### src/core/jid_pkg.sv
// Constants, opcodes and carrier types for the test port instruction decoder.
// Assumes one system clock; the test pins are asynchronous to it.
package jid_pkg;
  localparam int IR_W = 5;
  localparam int ID_W = 32;
  localparam int CEN_W = 64;
  localparam int BSR_LEN = 16;
  localparam int DR_W = 64;
  localparam int AUX_MAX = 15;
  localparam int AUX_IDX_W = 4;
  localparam logic [IR_W-1:0] OP_IDCODE = 5'h01;
  localparam logic [IR_W-1:0] OP_PRELOAD = 5'h02;
  localparam logic [IR_W-1:0] OP_SAMPLE = 5'h03;
  localparam logic [IR_W-1:0] OP_EXTEST = 5'h04;
  localparam logic [IR_W-1:0] OP_CENSOR = 5'h07;
  localparam logic [IR_W-1:0] OP_CLAMP = 5'h0c;
  localparam logic [IR_W-1:0] OP_AUX_BASE = 5'h10;
  localparam logic [IR_W-1:0] OP_BYPASS = 5'h1f;
  localparam logic [IR_W-1:0] IR_CAPTURE = 5'h15;
  localparam logic [ID_W-1:0] ID_VALUE = 32'h0000_0001; // Arbitrary value
  localparam logic [CEN_W-1:0] CEN_RESET = 64'h0;

  typedef enum logic [1:0] {PATH_BYP, PATH_ID, PATH_BSR, PATH_CEN} jid_path_t;

  typedef enum {
    TLR, RTI, SEL_DR, CAP_DR, SH_DR, EX1_DR, PAU_DR, EX2_DR, UPD_DR,
    SEL_IR, CAP_IR, SH_IR, EX1_IR, PAU_IR, EX2_IR, UPD_IR
  } jid_tap_t;

  typedef struct packed {
    logic tck;
    logic tms;
    logic tdi;
  } jid_pins_t;

  typedef struct packed {
    logic tdo;
    logic tdo_oe;
  } jid_tdo_t;

  typedef struct packed {
    jid_path_t path;
    logic drive;
    logic freset;
    logic preload;
    logic aux;
    logic [AUX_IDX_W-1:0] aux_idx;
  } jid_dec_t;
endpackage

### src/core/jid_test_port_controller.sv
// Test port controller: TAP sequencing, instruction decode and data-path selection.
// Assumes TCK/TMS/TDI are asynchronous pins sampled by clk, and that auxiliary
// controllers run from the forwarded aux_tck and return aux_tdo asynchronously.

// Notes on behaviour
// - IDCODE opcode shifts 32-bit identification register
// - Sample/preload selects boundary chain, system undisturbed
// - Sample-only selects boundary chain, system undisturbed
// - Extest shifts boundary, drives pins, resets system
// - Censorship opcode shifts 64-bit control chain
// - Clamp uses bypass, drives pins, resets system
// - Aux opcodes grant port to one controller
// - Granted controller gets TDI/TMS, drives TDO
// - Port returns at Update-DR after Pause-DR
// - Idle auxiliary controllers held in Run-Test/Idle
// - Unimplemented aux opcodes act as bypass
// - Bypass opcode: one-bit path, system normal
// - Unassigned opcodes select the bypass stage
// - Factory debug codes give no guaranteed behaviour
// - Test reset loads the IDCODE instruction
// - Sample/preload captures pins in Capture-DR
// - Sample-only captures, then shifts toward TDO
// - Preload updates latches on falling Update-DR
// - Sample-only Update-DR changes nothing
// - State kept while TCK stands still
// - Five-bit IR captures 10101 in Capture-IR
// - All paths shift least significant bit first
// - Bypass stage captures zero in Capture-DR
// - Censorship hold loads at Update-DR, kept until test reset
module jid_test_port_controller #(
  parameter int unsigned auxiliary_tap_count = 4
) (
  input wire logic clk,
  input wire logic resetn,
  input wire jid_pkg::jid_pins_t pins,
  output jid_pkg::jid_tdo_t tdo_pin,
  input wire logic [jid_pkg::BSR_LEN-1:0] bsr_sample,
  output logic [jid_pkg::BSR_LEN-1:0] bsr_hold,
  output logic bsr_drive,
  output logic func_reset,
  output logic [jid_pkg::CEN_W-1:0] censorship_control_chain,
  output logic censorship_chain_select,
  output logic aux_tck,
  output logic aux_tdi,
  output logic [jid_pkg::AUX_MAX-1:0] aux_tms,
  input wire logic [jid_pkg::AUX_MAX-1:0] aux_tdo
);
  import jid_pkg::*;

  function automatic jid_tap_t tap_step(jid_tap_t s, logic m);
    unique case (s)
      TLR: tap_step = m ? TLR : RTI;
      RTI: tap_step = m ? SEL_DR : RTI;
      SEL_DR: tap_step = m ? SEL_IR : CAP_DR;
      CAP_DR: tap_step = m ? EX1_DR : SH_DR;
      SH_DR: tap_step = m ? EX1_DR : SH_DR;
      EX1_DR: tap_step = m ? UPD_DR : PAU_DR;
      PAU_DR: tap_step = m ? EX2_DR : PAU_DR;
      EX2_DR: tap_step = m ? UPD_DR : SH_DR;
      UPD_DR: tap_step = m ? SEL_DR : RTI;
      SEL_IR: tap_step = m ? TLR : CAP_IR;
      CAP_IR: tap_step = m ? EX1_IR : SH_IR;
      SH_IR: tap_step = m ? EX1_IR : SH_IR;
      EX1_IR: tap_step = m ? UPD_IR : PAU_IR;
      PAU_IR: tap_step = m ? EX2_IR : PAU_IR;
      EX2_IR: tap_step = m ? UPD_IR : SH_IR;
      UPD_IR: tap_step = m ? SEL_DR : RTI;
    endcase
  endfunction

  function automatic jid_dec_t decode(logic [IR_W-1:0] op);
    decode = '{path: PATH_BYP, drive: 1'b0, freset: 1'b0, preload: 1'b0, aux: 1'b0, aux_idx: '0};
    unique case (op)
      OP_IDCODE: decode.path = PATH_ID;
      OP_PRELOAD: begin
        decode.path = PATH_BSR;
        decode.preload = 1'b1;
      end
      OP_SAMPLE: decode.path = PATH_BSR;
      OP_EXTEST: begin
        decode.path = PATH_BSR;
        decode.drive = 1'b1;
        decode.freset = 1'b1;
      end
      OP_CENSOR: decode.path = PATH_CEN;
      OP_CLAMP: begin
        decode.drive = 1'b1;
        decode.freset = 1'b1;
      end
      default: begin
        if (op >= OP_AUX_BASE && op != OP_BYPASS &&
            32'(op - OP_AUX_BASE) < auxiliary_tap_count) begin
          decode.aux = 1'b1;
          decode.aux_idx = AUX_IDX_W'(op - OP_AUX_BASE);
        end
      end
    endcase
  endfunction

  function automatic int path_len(jid_path_t p);
    unique case (p)
      PATH_ID: path_len = ID_W;
      PATH_BSR: path_len = BSR_LEN;
      PATH_CEN: path_len = CEN_W;
      PATH_BYP: path_len = 1;
    endcase
  endfunction

  // Three-stage sampling; a level counts only once stages two and three agree,
  // so a single unsettled sample cannot produce a double TCK edge
  jid_pins_t p1, p2, p3;
  logic [AUX_MAX-1:0] at1, at2, at3, at_lvl;
  logic tck_lvl;
  always_ff @(posedge clk) begin
    p1 <= pins;
    p2 <= p1;
    p3 <= p2;
    at1 <= aux_tdo;
    at2 <= at1;
    at3 <= at2;
    at_lvl <= (at2 & at3) | (at_lvl & (at2 | at3));
    tck_lvl <= (p2.tck & p3.tck) | (tck_lvl & (p2.tck | p3.tck));
  end

  logic rise, fall;
  assign rise = (p2.tck == p3.tck) && p3.tck && !tck_lvl;
  assign fall = (p2.tck == p3.tck) && !p3.tck && tck_lvl;

  jid_tap_t tap, next_tap;
  logic [IR_W-1:0] ir, next_ir, ir_sh, next_ir_sh;
  logic [DR_W-1:0] dr_sh, next_dr_sh;
  logic [BSR_LEN-1:0] next_bsr_hold;
  logic [CEN_W-1:0] next_cen;
  logic aux_act, next_aux_act, paused, next_paused;
  logic [AUX_IDX_W-1:0] aux_sel, next_aux_sel;
  jid_tdo_t next_tdo;
  logic next_drive, next_freset;
  logic [AUX_MAX-1:0] next_aux_tms;
  jid_dec_t dec, ndec;
  int len;

  assign dec = decode(ir);

  always_comb begin
    next_tap = tap;
    next_ir = ir;
    next_ir_sh = ir_sh;
    next_dr_sh = dr_sh;
    next_bsr_hold = bsr_hold;
    next_cen = censorship_control_chain;
    next_aux_act = aux_act;
    next_paused = paused;
    next_aux_sel = aux_sel;
    next_tdo = tdo_pin;
    len = path_len(dec.path);
    // Below, only the granted TDO mirror, the test-reset loads and aux TMS act without a detected TCK edge
    if (rise) begin
      next_tap = tap_step(tap, p2.tms);
      if (aux_act) begin
        if (tap == PAU_DR) next_paused = 1'b1;
        if (tap == UPD_DR && paused) begin
          next_aux_act = 1'b0;
          next_paused = 1'b0;
          next_ir = OP_BYPASS;
        end
      end else begin
        unique case (tap)
          CAP_IR: next_ir_sh = IR_CAPTURE;
          SH_IR: next_ir_sh = {p2.tdi, ir_sh[IR_W-1:1]};
          CAP_DR: begin
            unique case (dec.path)
              PATH_ID: next_dr_sh[ID_W-1:0] = {ID_VALUE[ID_W-1:1], 1'b1};
              PATH_BSR: next_dr_sh[BSR_LEN-1:0] = bsr_sample;
              PATH_CEN: next_dr_sh[CEN_W-1:0] = censorship_control_chain;
              PATH_BYP: next_dr_sh[0] = 1'b0;
            endcase
          end
          SH_DR: begin
            next_dr_sh = dr_sh >> 1;
            next_dr_sh[len-1] = p2.tdi;
          end
          UPD_DR: if (dec.path == PATH_CEN) next_cen = dr_sh[CEN_W-1:0];
          default: ;
        endcase
      end
    end
    if (fall && !aux_act) begin
      if (tap == UPD_IR) begin
        next_ir = ir_sh;
        ndec = decode(ir_sh);
        next_aux_act = ndec.aux;
        next_aux_sel = ndec.aux_idx;
        next_paused = 1'b0;
      end
      // Sample-only never reaches the latches
      if (tap == UPD_DR && dec.preload) next_bsr_hold = dr_sh[BSR_LEN-1:0];
      next_tdo.tdo_oe = (tap == SH_IR) || (tap == SH_DR);
      if (tap == SH_IR) next_tdo.tdo = ir_sh[0];
      if (tap == SH_DR) next_tdo.tdo = dr_sh[0];
    end
    if (aux_act) begin
      next_tdo.tdo = at_lvl[aux_sel];
      next_tdo.tdo_oe = 1'b1;
    end
    if (tap == TLR) begin
      next_ir = OP_IDCODE;
      next_cen = CEN_RESET;
      next_aux_act = 1'b0;
      next_paused = 1'b0;
    end
    ndec = decode(next_ir);
    next_drive = ndec.drive;
    next_freset = ndec.freset;
    for (int k = 0; k < AUX_MAX; k++) begin
      next_aux_tms[k] = next_aux_act && next_aux_sel == AUX_IDX_W'(k) && p2.tms;
    end
  end

  always_ff @(posedge clk) begin
    if (!resetn) begin
      tap <= TLR;
      ir <= OP_IDCODE;
      ir_sh <= '0;
      dr_sh <= '0;
      bsr_hold <= '0;
      censorship_control_chain <= CEN_RESET;
      aux_act <= 1'b0;
      paused <= 1'b0;
      aux_sel <= '0;
      tdo_pin <= '0;
      bsr_drive <= 1'b0;
      func_reset <= 1'b0;
      aux_tms <= '0;
      aux_tck <= 1'b0;
      aux_tdi <= 1'b0;
    end else begin
      tap <= next_tap;
      ir <= next_ir;
      ir_sh <= next_ir_sh;
      dr_sh <= next_dr_sh;
      bsr_hold <= next_bsr_hold;
      censorship_control_chain <= next_cen;
      aux_act <= next_aux_act;
      paused <= next_paused;
      aux_sel <= next_aux_sel;
      tdo_pin <= next_tdo;
      bsr_drive <= next_drive;
      func_reset <= next_freset;
      aux_tms <= next_aux_tms;
      aux_tck <= p2.tck;
      aux_tdi <= p2.tdi;
    end
  end

  assign censorship_chain_select = (dec.path == PATH_CEN) && !aux_act;

  a_ir_reset: assert property (@(posedge clk) disable iff (!resetn) tap == TLR |=> ir == OP_IDCODE)
    else $error("IR not IDCODE after test reset");
  a_ir_capture: assert property (@(posedge clk) disable iff (!resetn)
    rise && tap == CAP_IR && !aux_act |=> ir_sh == IR_CAPTURE)
    else $error("IR capture value wrong");
  a_bypass_zero: assert property (@(posedge clk) disable iff (!resetn)
    rise && tap == CAP_DR && !aux_act && dec.path == PATH_BYP |=> dr_sh[0] == 1'b0)
    else $error("Bypass stage not cleared");
  a_id_capture: assert property (@(posedge clk) disable iff (!resetn)
    rise && tap == CAP_DR && !aux_act && ir == OP_IDCODE |=> dr_sh[ID_W-1:0] == {ID_VALUE[ID_W-1:1], 1'b1})
    else $error("ID capture wrong");
  a_extest_drive: assert property (@(posedge clk) disable iff (!resetn)
    ir == OP_EXTEST ##1 ir == OP_EXTEST |-> bsr_drive && func_reset)
    else $error("Extest not driving pins or reset");
  a_clamp_drive: assert property (@(posedge clk) disable iff (!resetn)
    ir == OP_CLAMP ##1 ir == OP_CLAMP |-> bsr_drive && func_reset && dec.path == PATH_BYP)
    else $error("Clamp decode wrong");
  a_bypass_normal: assert property (@(posedge clk) disable iff (!resetn)
    ir == OP_BYPASS ##1 ir == OP_BYPASS |-> !bsr_drive && !func_reset)
    else $error("Bypass disturbs system");
  a_preload_quiet: assert property (@(posedge clk) disable iff (!resetn)
    ir == OP_PRELOAD ##1 ir == OP_PRELOAD |-> !bsr_drive && !func_reset)
    else $error("Preload disturbs system");
  a_sample_quiet: assert property (@(posedge clk) disable iff (!resetn)
    ir == OP_SAMPLE ##1 ir == OP_SAMPLE |-> !bsr_drive && !func_reset)
    else $error("Sample disturbs system");
  a_sample_still: assert property (@(posedge clk) disable iff (!resetn)
    fall && tap == UPD_DR && ir == OP_SAMPLE |=> $stable(bsr_hold))
    else $error("Sample-only changed latches");
  a_censor_hold: assert property (@(posedge clk) disable iff (!resetn)
    rise && tap == UPD_DR && !aux_act && ir == OP_CENSOR |=> censorship_control_chain == $past(dr_sh))
    else $error("Censorship hold not loaded");
  a_aux_idle: assert property (@(posedge clk) disable iff (!resetn)
    !aux_act ##1 !aux_act |-> aux_tms == '0)
    else $error("Idle aux controller sees TMS");
  a_aux_tdo: assert property (@(posedge clk) disable iff (!resetn)
    aux_act ##1 aux_act |-> tdo_pin.tdo_oe)
    else $error("Granted controller not driving TDO");
  a_aux_return: assert property (@(posedge clk) disable iff (!resetn)
    rise && aux_act && tap == UPD_DR && paused |=> !aux_act && ir == OP_BYPASS)
    else $error("Port not reclaimed");

  c_aux_grant: cover property (@(posedge clk) disable iff (!resetn) !aux_act ##1 aux_act);
  c_extest: cover property (@(posedge clk) disable iff (!resetn) bsr_drive && tap == SH_DR);
  c_censor: cover property (@(posedge clk) disable iff (!resetn) rise && tap == UPD_DR && ir == OP_CENSOR);
  c_aux_back: cover property (@(posedge clk) disable iff (!resetn) aux_act ##1 !aux_act);
  c_sample: cover property (@(posedge clk) disable iff (!resetn) fall && tap == UPD_DR && ir == OP_SAMPLE);
endmodule

### config.mk
export PLATFORM = sky130hd
export DESIGN_NAME = jid_test_port_controller
export DESIGN_NICKNAME = d
export VERILOG_FILES = /design/src/core/jid_pkg.sv /design/src/core/jid_test_port_controller.sv
export SDC_FILE = /design/constraint.sdc
export NUM_CORES = 1
export LEC_CHECK = 0
export BUFFER_PORTS_ARGS = -buffer_cell sky130_fd_sc_hd__clkbuf_2
export CORE_ASPECT_RATIO = 1.5
export CORE_UTILIZATION = 45
export CTS_CLUSTER_DIAMETER = 50
export DETAILED_ROUTE_END_ITERATION = 10
export GPL_TIMING_DRIVEN = 0
export PLACE_DENSITY = 0.65
export SYNTH_ARGS = -nofsm -noshare
export SYNTH_HDL_FRONTEND = slang
export SYNTH_SLANG_ARGS = --single-unit
### constraint.sdc
create_clock -name clk -period 3.65 [get_ports clk]
set_input_delay 0.365 -clock clk [delete_from_list [all_inputs] [get_ports clk]]
set_output_delay 0.365 -clock clk [all_outputs]
set_load 0.03 [all_outputs]
Word level (Yosys, flattened, before mapping)
Cells that the tools add are included.
{"block": "totals", "regBits": 281, "latchBits": 0, "mem_bits_rw": 0, "rom_bits": 0, "in_bits": 36, "output_inout_bits": 102, "word_cells": 226, "mem_count": 0}
{"block": "op_classes", "n_addsub": 3, "mul": 0, "n_div": 0, "n_lt_le_gt_ge": 5, "n_eq_ne": 55, "shift": 0, "muxes": 54, "bitwise_logic": 10, "reduce_logical": 68}
{"cell": "$pmux W32 S12", "count": 1}
{"cell": "$eq A32 B4 Y1 const B", "count": 10}
{"cell": "$eq A32 B3 Y1 const B", "count": 4}
{"cell": "$pmux W32 S4", "count": 1}
{"cell": "$pmux W64 S2", "count": 1}
{"cell": "$eq A32 B5 Y1 const B", "count": 3}
{"cell": "$bwmux W64", "count": 1}
{"cell": "$eq A32 B2 Y1 const B", "count": 2}
{"cell": "$logic_not A32 Y1", "count": 2}
{"cell": "$pmux W15 S3", "count": 1}
{"cell": "$logic_and A1 B1 Y1", "count": 41}
{"cell": "$mux W5", "count": 8}
{"cell": "$eq A32 B1 Y1 const B", "count": 1}
{"cell": "$ge A32 B1 Y1 const B", "count": 1}
{"cell": "$lt A32 B3 Y1 const B", "count": 1}
{"cell": "$lt A32 B8 Y1 const B", "count": 1}
{"cell": "$mux W32", "count": 1}
{"cell": "$pmux W16 S2", "count": 1}
{"cell": "$sub A32 B2 Y32 const B", "count": 1}
{"cell": "$and A15 B15 Y15", "count": 2}
{"cell": "$or A15 B15 Y15", "count": 2}
{"cell": "$eq A4 B4 Y1 const B", "count": 7}
{"cell": "$eq A5 B3 Y1 const B", "count": 5}
{"cell": "$mux W4", "count": 6}
{"cell": "other kinds (40)", "count": 91}

Longest topological paths before layout
{"block": "logic_depth", "ltp_word": 12, "mapped_depth": 14, "mapped_depth_nobuf": 14}

Worst setup path after synthesis
OpenSTA, ideal clock, no wires.
{"block": "synth_timing", "path_kind": "register -> output", "from": "register ir[2]", "to": "output censorship_chain_select", "arrival_time_ps": 2511, "required_ps": 3285, "setup_slack_ps": 774, "path_stages_with_launch": 10, "n_path_buf": 3, "cell_sequence": "dfxtp_1 nor2b_1 xnor2_1 nand2b_1 inv_1 ha_1 clkbuf_1 buf_1 clkbuf_1 nor2b_1"}
{"block": "synth_via", "elab_chain_cells": 5, "elab_cells_between_ends": 9, "cone_classes": "6 x eq/ne; 1 x mux; 2 x reduce/logical"}
{"element": "from (decl)", "line_no": "jid_test_port_controller.sv:130", "text": "logic [IR_W-1:0] ir, next_ir, ir_sh, next_ir_sh;"}
{"element": "from (signal assigned)", "line_no": "jid_test_port_controller.sv:238", "text": "ir <= next_ir;"}
{"element": "$eq A5 B3 Y1 or $eq A5 B2 Y1 (tied branches)"}
{"element": "$reduce_or A3 Y1 (no line)"}
{"element": "$pmux W2 S3 *", "line_no": "jid_test_port_controller.sv:73", "text": "unique case (op)"}
{"element": "$eq A2 B2 Y1 *", "line_no": "jid_test_port_controller.sv:255", "text": "assign censorship_chain_select = (dec.path == PATH_CEN) && !aux_act;"}
{"element": "$logic_and A1 B1 Y1 *", "line_no": "jid_test_port_controller.sv:255"}
{"element": "to (decl)", "line_no": "jid_test_port_controller.sv:42", "text": "output logic censorship_chain_select,"}
Mark *: on every way between the ends. The rest lies on a longest branch, timed or not.

Worst setup path in the final report
Same ends and word-level chain as after synthesis.

==> results by group <==
Run status
  – Status: finished, final reports clean

Route
  – # DRC: 0
  – WL/cell: approximately 16 um
  – Vias: a little over 8000
  – Drt via density: roughly 5.4
  – First DRT Iteration DRCs: about 600
  – Remaining antenna violation count: 0
  – Final WL: between 20000 and 25000 um
  – Drt pass-1 iters: 5

Power
  – Maximum vdd drop: 0.0005184 V
  – Psw: between 1 and 1.5 mW
  – Final Total Pwr: approximately 5.4 mW
  – Clk pwr share: ~45%
  – Switch share: about 22%
  – Part of the power in combinational logic: roughly 2.7%
  – Cell internal pwr: approximately 4.2 mW
  – Flop pwr share: between 50% and 60%
  – Leakage power: 4.066 nW
  – Pwr per Cell Area: roughly 480 nW/um2

Cells and area
  – N_diodes: 0
  – Share of cells above drive strength 1: 17.26%
  – Final net count: ~1300
  – FILL cells: about 1900
  – Fin cells: around 1500
  – Area occupied by multi-input gates: ~4000 um2
  – Most frequent cells in the layout: 261 x nand2_1, 252 x dfxtp_1, 139 x clkbuf_2
  – Flip-flop and latch area: roughly 5000 um2
  – Layout overhead on the synthesized area: 21.09%
  – Commonest non-fill, non-tap cell in the layout: nand2_1

Clocking
  – CTS tree: built
  – Clock sink count: approximately 250
  – Root Buffer: clkbuf_16
  – Clock buffer depth: 3
  – CTS clk-pin slew, worst paths: roughly 0.070 ns
  – CTS Buf Count: 24
  – H-tree depth: 1
  – Post-CTS setup buffer count: 0
  – Clk Latency, worst-skew pair: 0.52 ns

Floorplanning
  – Die Height: roughly 180 um
  – Row cnt: 64
  – Die area: 21470 um2
  – Io pins: 138
  – Die Span X: about 120 um
  – Placeable core area: roughly 20000 um2
  – Initial Util: a little under half

Place
  – Port Buffers: around 140
  – Final GP Congestion: around 0.91
  – HPWL Detailed: between 15000 and 20000 um
  – Inst Count DP: ~1500

Timing
  – Setup violators final: 0
  – Final Hold Fails: 0
  – Setup Skew: 0.01948 ns
  – Fmax: between 0.2 and 0.3 GHz
  – Final worst-path cycle share: approximately 93%
  – Setup TNS: 0 ns
  – Fin. max-slew vios: 0
  – Unrepaired setup endpoints after global routing: no
  – Slew @ Worst Pin: about 0.74 ns
  – Min Tclk post-route: about 3.4 ns
  – Rel. slew slack: about half

Yosys
  – Flop and latch count out of synthesis: 252
  – Syn_area_per_cell: about 9 um2
  – Post-Syn Instances: 1059
  – Most used DFF post-synth: dfxtp_1
  – Number of synthesized flops with an enable pin: 0
  – Synth warn: 0
  – Seq/Total Area, Yosys: between 50% and 60%
  – Syn Std Cell Area: roughly 9400 um2
  – Syn Nets: 1105
  – Unique cell type count in the Yosys netlist: 64
  – Synth async-reset ratio: 0%

Global route
  – Grt ovf: 0
  – Initial antenna violation count: 0
  – Vias in the first global route: between 7000 and 8000
  – First-pass GRT wire length: approximately 40000 um
  – Largest net degree at the start of global routing: 17
  – Total track usage: between 20% and 30%

Worst setup path
  – R2R Setup Slk: between 0.4 and 0.5 ns
  – Crit path buf inv count: 4
  – Worst-path fanout max: 19
  – CP Class: reg -> out
  – Crit-path max cell delay: approximately 0.44 ns
  – Crit-path leading delay family: buffers and inverters
  – Arr. time, crit path: roughly 3.0 ns
  – FF-to-FF path depth: 11
  – Crit-path slowest cell: dfxtp_1
  – Critical Path RT: about 3.3 ns
  – Worst path cell trace: nor2b_1 > xnor2_1 > nand2b_1 > inv_1 > ha_1 > clkbuf_2 > clkbuf_4 > nor2b_1 > clkbuf_2
  – Reg-to-reg endpoint: censorship_control_chain[41]
  – FF-to-FF Start: ir[2]
  – Type of element capturing the critical path: primary output
  – Crit path launch type: flip-flop

Hold path
  – Hold Crit Start: resetn
  – Worst hold path depth: 4
  – Hold EP: aux_tms[5]
  – Hold/Removal Path Class: in -> reg

Run
  – MaxCap Viol Count: 0
-- metrics by stage --
stage          cell area [um2]  utilization (%)  hold WS, ns  worst slack, ns
6_report                 11370            55.70       0.2686           0.2417
5_1_grt                  11370            55.70       0.2914          0.04745
4_1_cts                  11370            55.70       0.2521         0.009107
3_5_place_dp             10410            50.97       0.3121          0.03338
3_3_place_gp             10410            50.97       0.3100           0.1019
2_1_floorplan             9393                -       0.3096           0.7738
-- power groups by stage --
| stage | combinational (mW) | clock (mW) | sequential [mW] |
|---|---|---|---|
| finish | 0.148 | 2.44 | 2.82 |
| global route | 0.161 | 2.60 | 2.83 |
| CTS | 0.146 | 2.48 | 2.83 |
| detailed placement | 0.131 | 0 | 2.89 |
| global placement | 0.129 | 0 | 2.89 |
| floorplan | 0.0783 | 0 | 2.88 |
-- cell type report --
cell class                 count  share of cell area [%]
sequential                   252                   44.36
multi-input combinational    714                   34.95
timing repair buffer         155                   7.613
clock buffer                  30                   5.743
buffer                        82                   2.981
tap                          264                   2.904
clock inverter                14                   1.122
inverter                      10                  0.3300
-- synth_stat cells, types with 4 or more instances --
cell type / n / area, um2
clkbuf_1: 60 / 225.2
nand2b_1: 10 / 62.56
nand3b_1: 4 / 30.03
a21oi_1: 114 / 570.6
a311oi_1: 44 / 385.4
dfxtp_1: 252 / 5045
mux2i_1: 8 / 80.08
o21ai_0: 12 / 60.06
nor2_1: 75 / 281.5
nor3_1: 14 / 70.07
nand2_1: 261 / 979.7
inv_1: 10 / 37.54
a31oi_1: 4 / 25.02
a211oi_1: 8 / 60.06
o211a_1: 4 / 40.04
and3_1: 4 / 25.02
buf_2: 14 / 70.07
maj3_1: 16 / 160.2
o211ai_1: 16 / 120.1
nor2b_1: 5 / 31.28
nand3_1: 26 / 130.1
nor3b_2: 4 / 50.05
buf_1: 6 / 22.52
a221o_1: 13 / 130.1
ha_1: 10 / 125.1
-- cells by family after synthesis --
family / after synthesis / synth area share [%]
and+or+nand+nor: 433 / 20.23
DFF: 252 / 53.71
AOI/OAI and AO/OA: 241 / 17.17
buffers and inverters: 93 / 3.996
adders and majority gates: 26 / 3.037
muxes: 11 / 1.572
xor gates and xnor gates: 3 / 0.2798
-- metal layers --
layer	vias up	share of wire, %	GRT usage (%)
met1	3842	41	26.92
met5	-	0	0
met2	242	50	41.76
met3	53	5.6	4.039
met4	0	3.1	8.594
li1	4043	-	-
-- what timing repair did --
action / CTS / global route
gates resized for setup: 3 / 2
setup endpoints to repair: 1 / 8
hold endpoints to repair: 18 / 0
gates cloned: 0 / 0
hold buffers: 18 / 0
-- worst max-delay path by stage --
stage | start | end | slack [ns] | cells after the start
2_1_floorplan | ir[2] | censorship_chain_select | 0.77 | 9
3_3_place_gp | ir[2] | censorship_chain_select | 0.10 | 10
3_5_place_dp | ir[2] | censorship_chain_select | 0.03 | 10
4_1_cts | ir[2] | censorship_chain_select | 0.009 | 10
5_1_grt | ir[2] | censorship_chain_select | 0.05 | 9
6_report | ir[2] | censorship_chain_select | 0.24 | 9
-- sequential cells by signal, summed over array words and instances (netlist names), 2 cells and up --
register                  count
at_lvl                       15
aux_tms                      15
at3                          15
tdo_pin                       2
ir_sh                         5
ir                            5
p1                            3
at1                          15
at2                          15
bsr_hold                     16
p2                            3
tap                           4
dr_sh                        64
aux_sel                       4
censorship_control_chain     64
-- worst min-delay path: stages --
cell and delay (ns):
clkbuf_2 0.10, inv_1 0.08, or4_4 0.16, nor4_1 0.04
No activity file was read; power rests on OpenSTA's default activity.
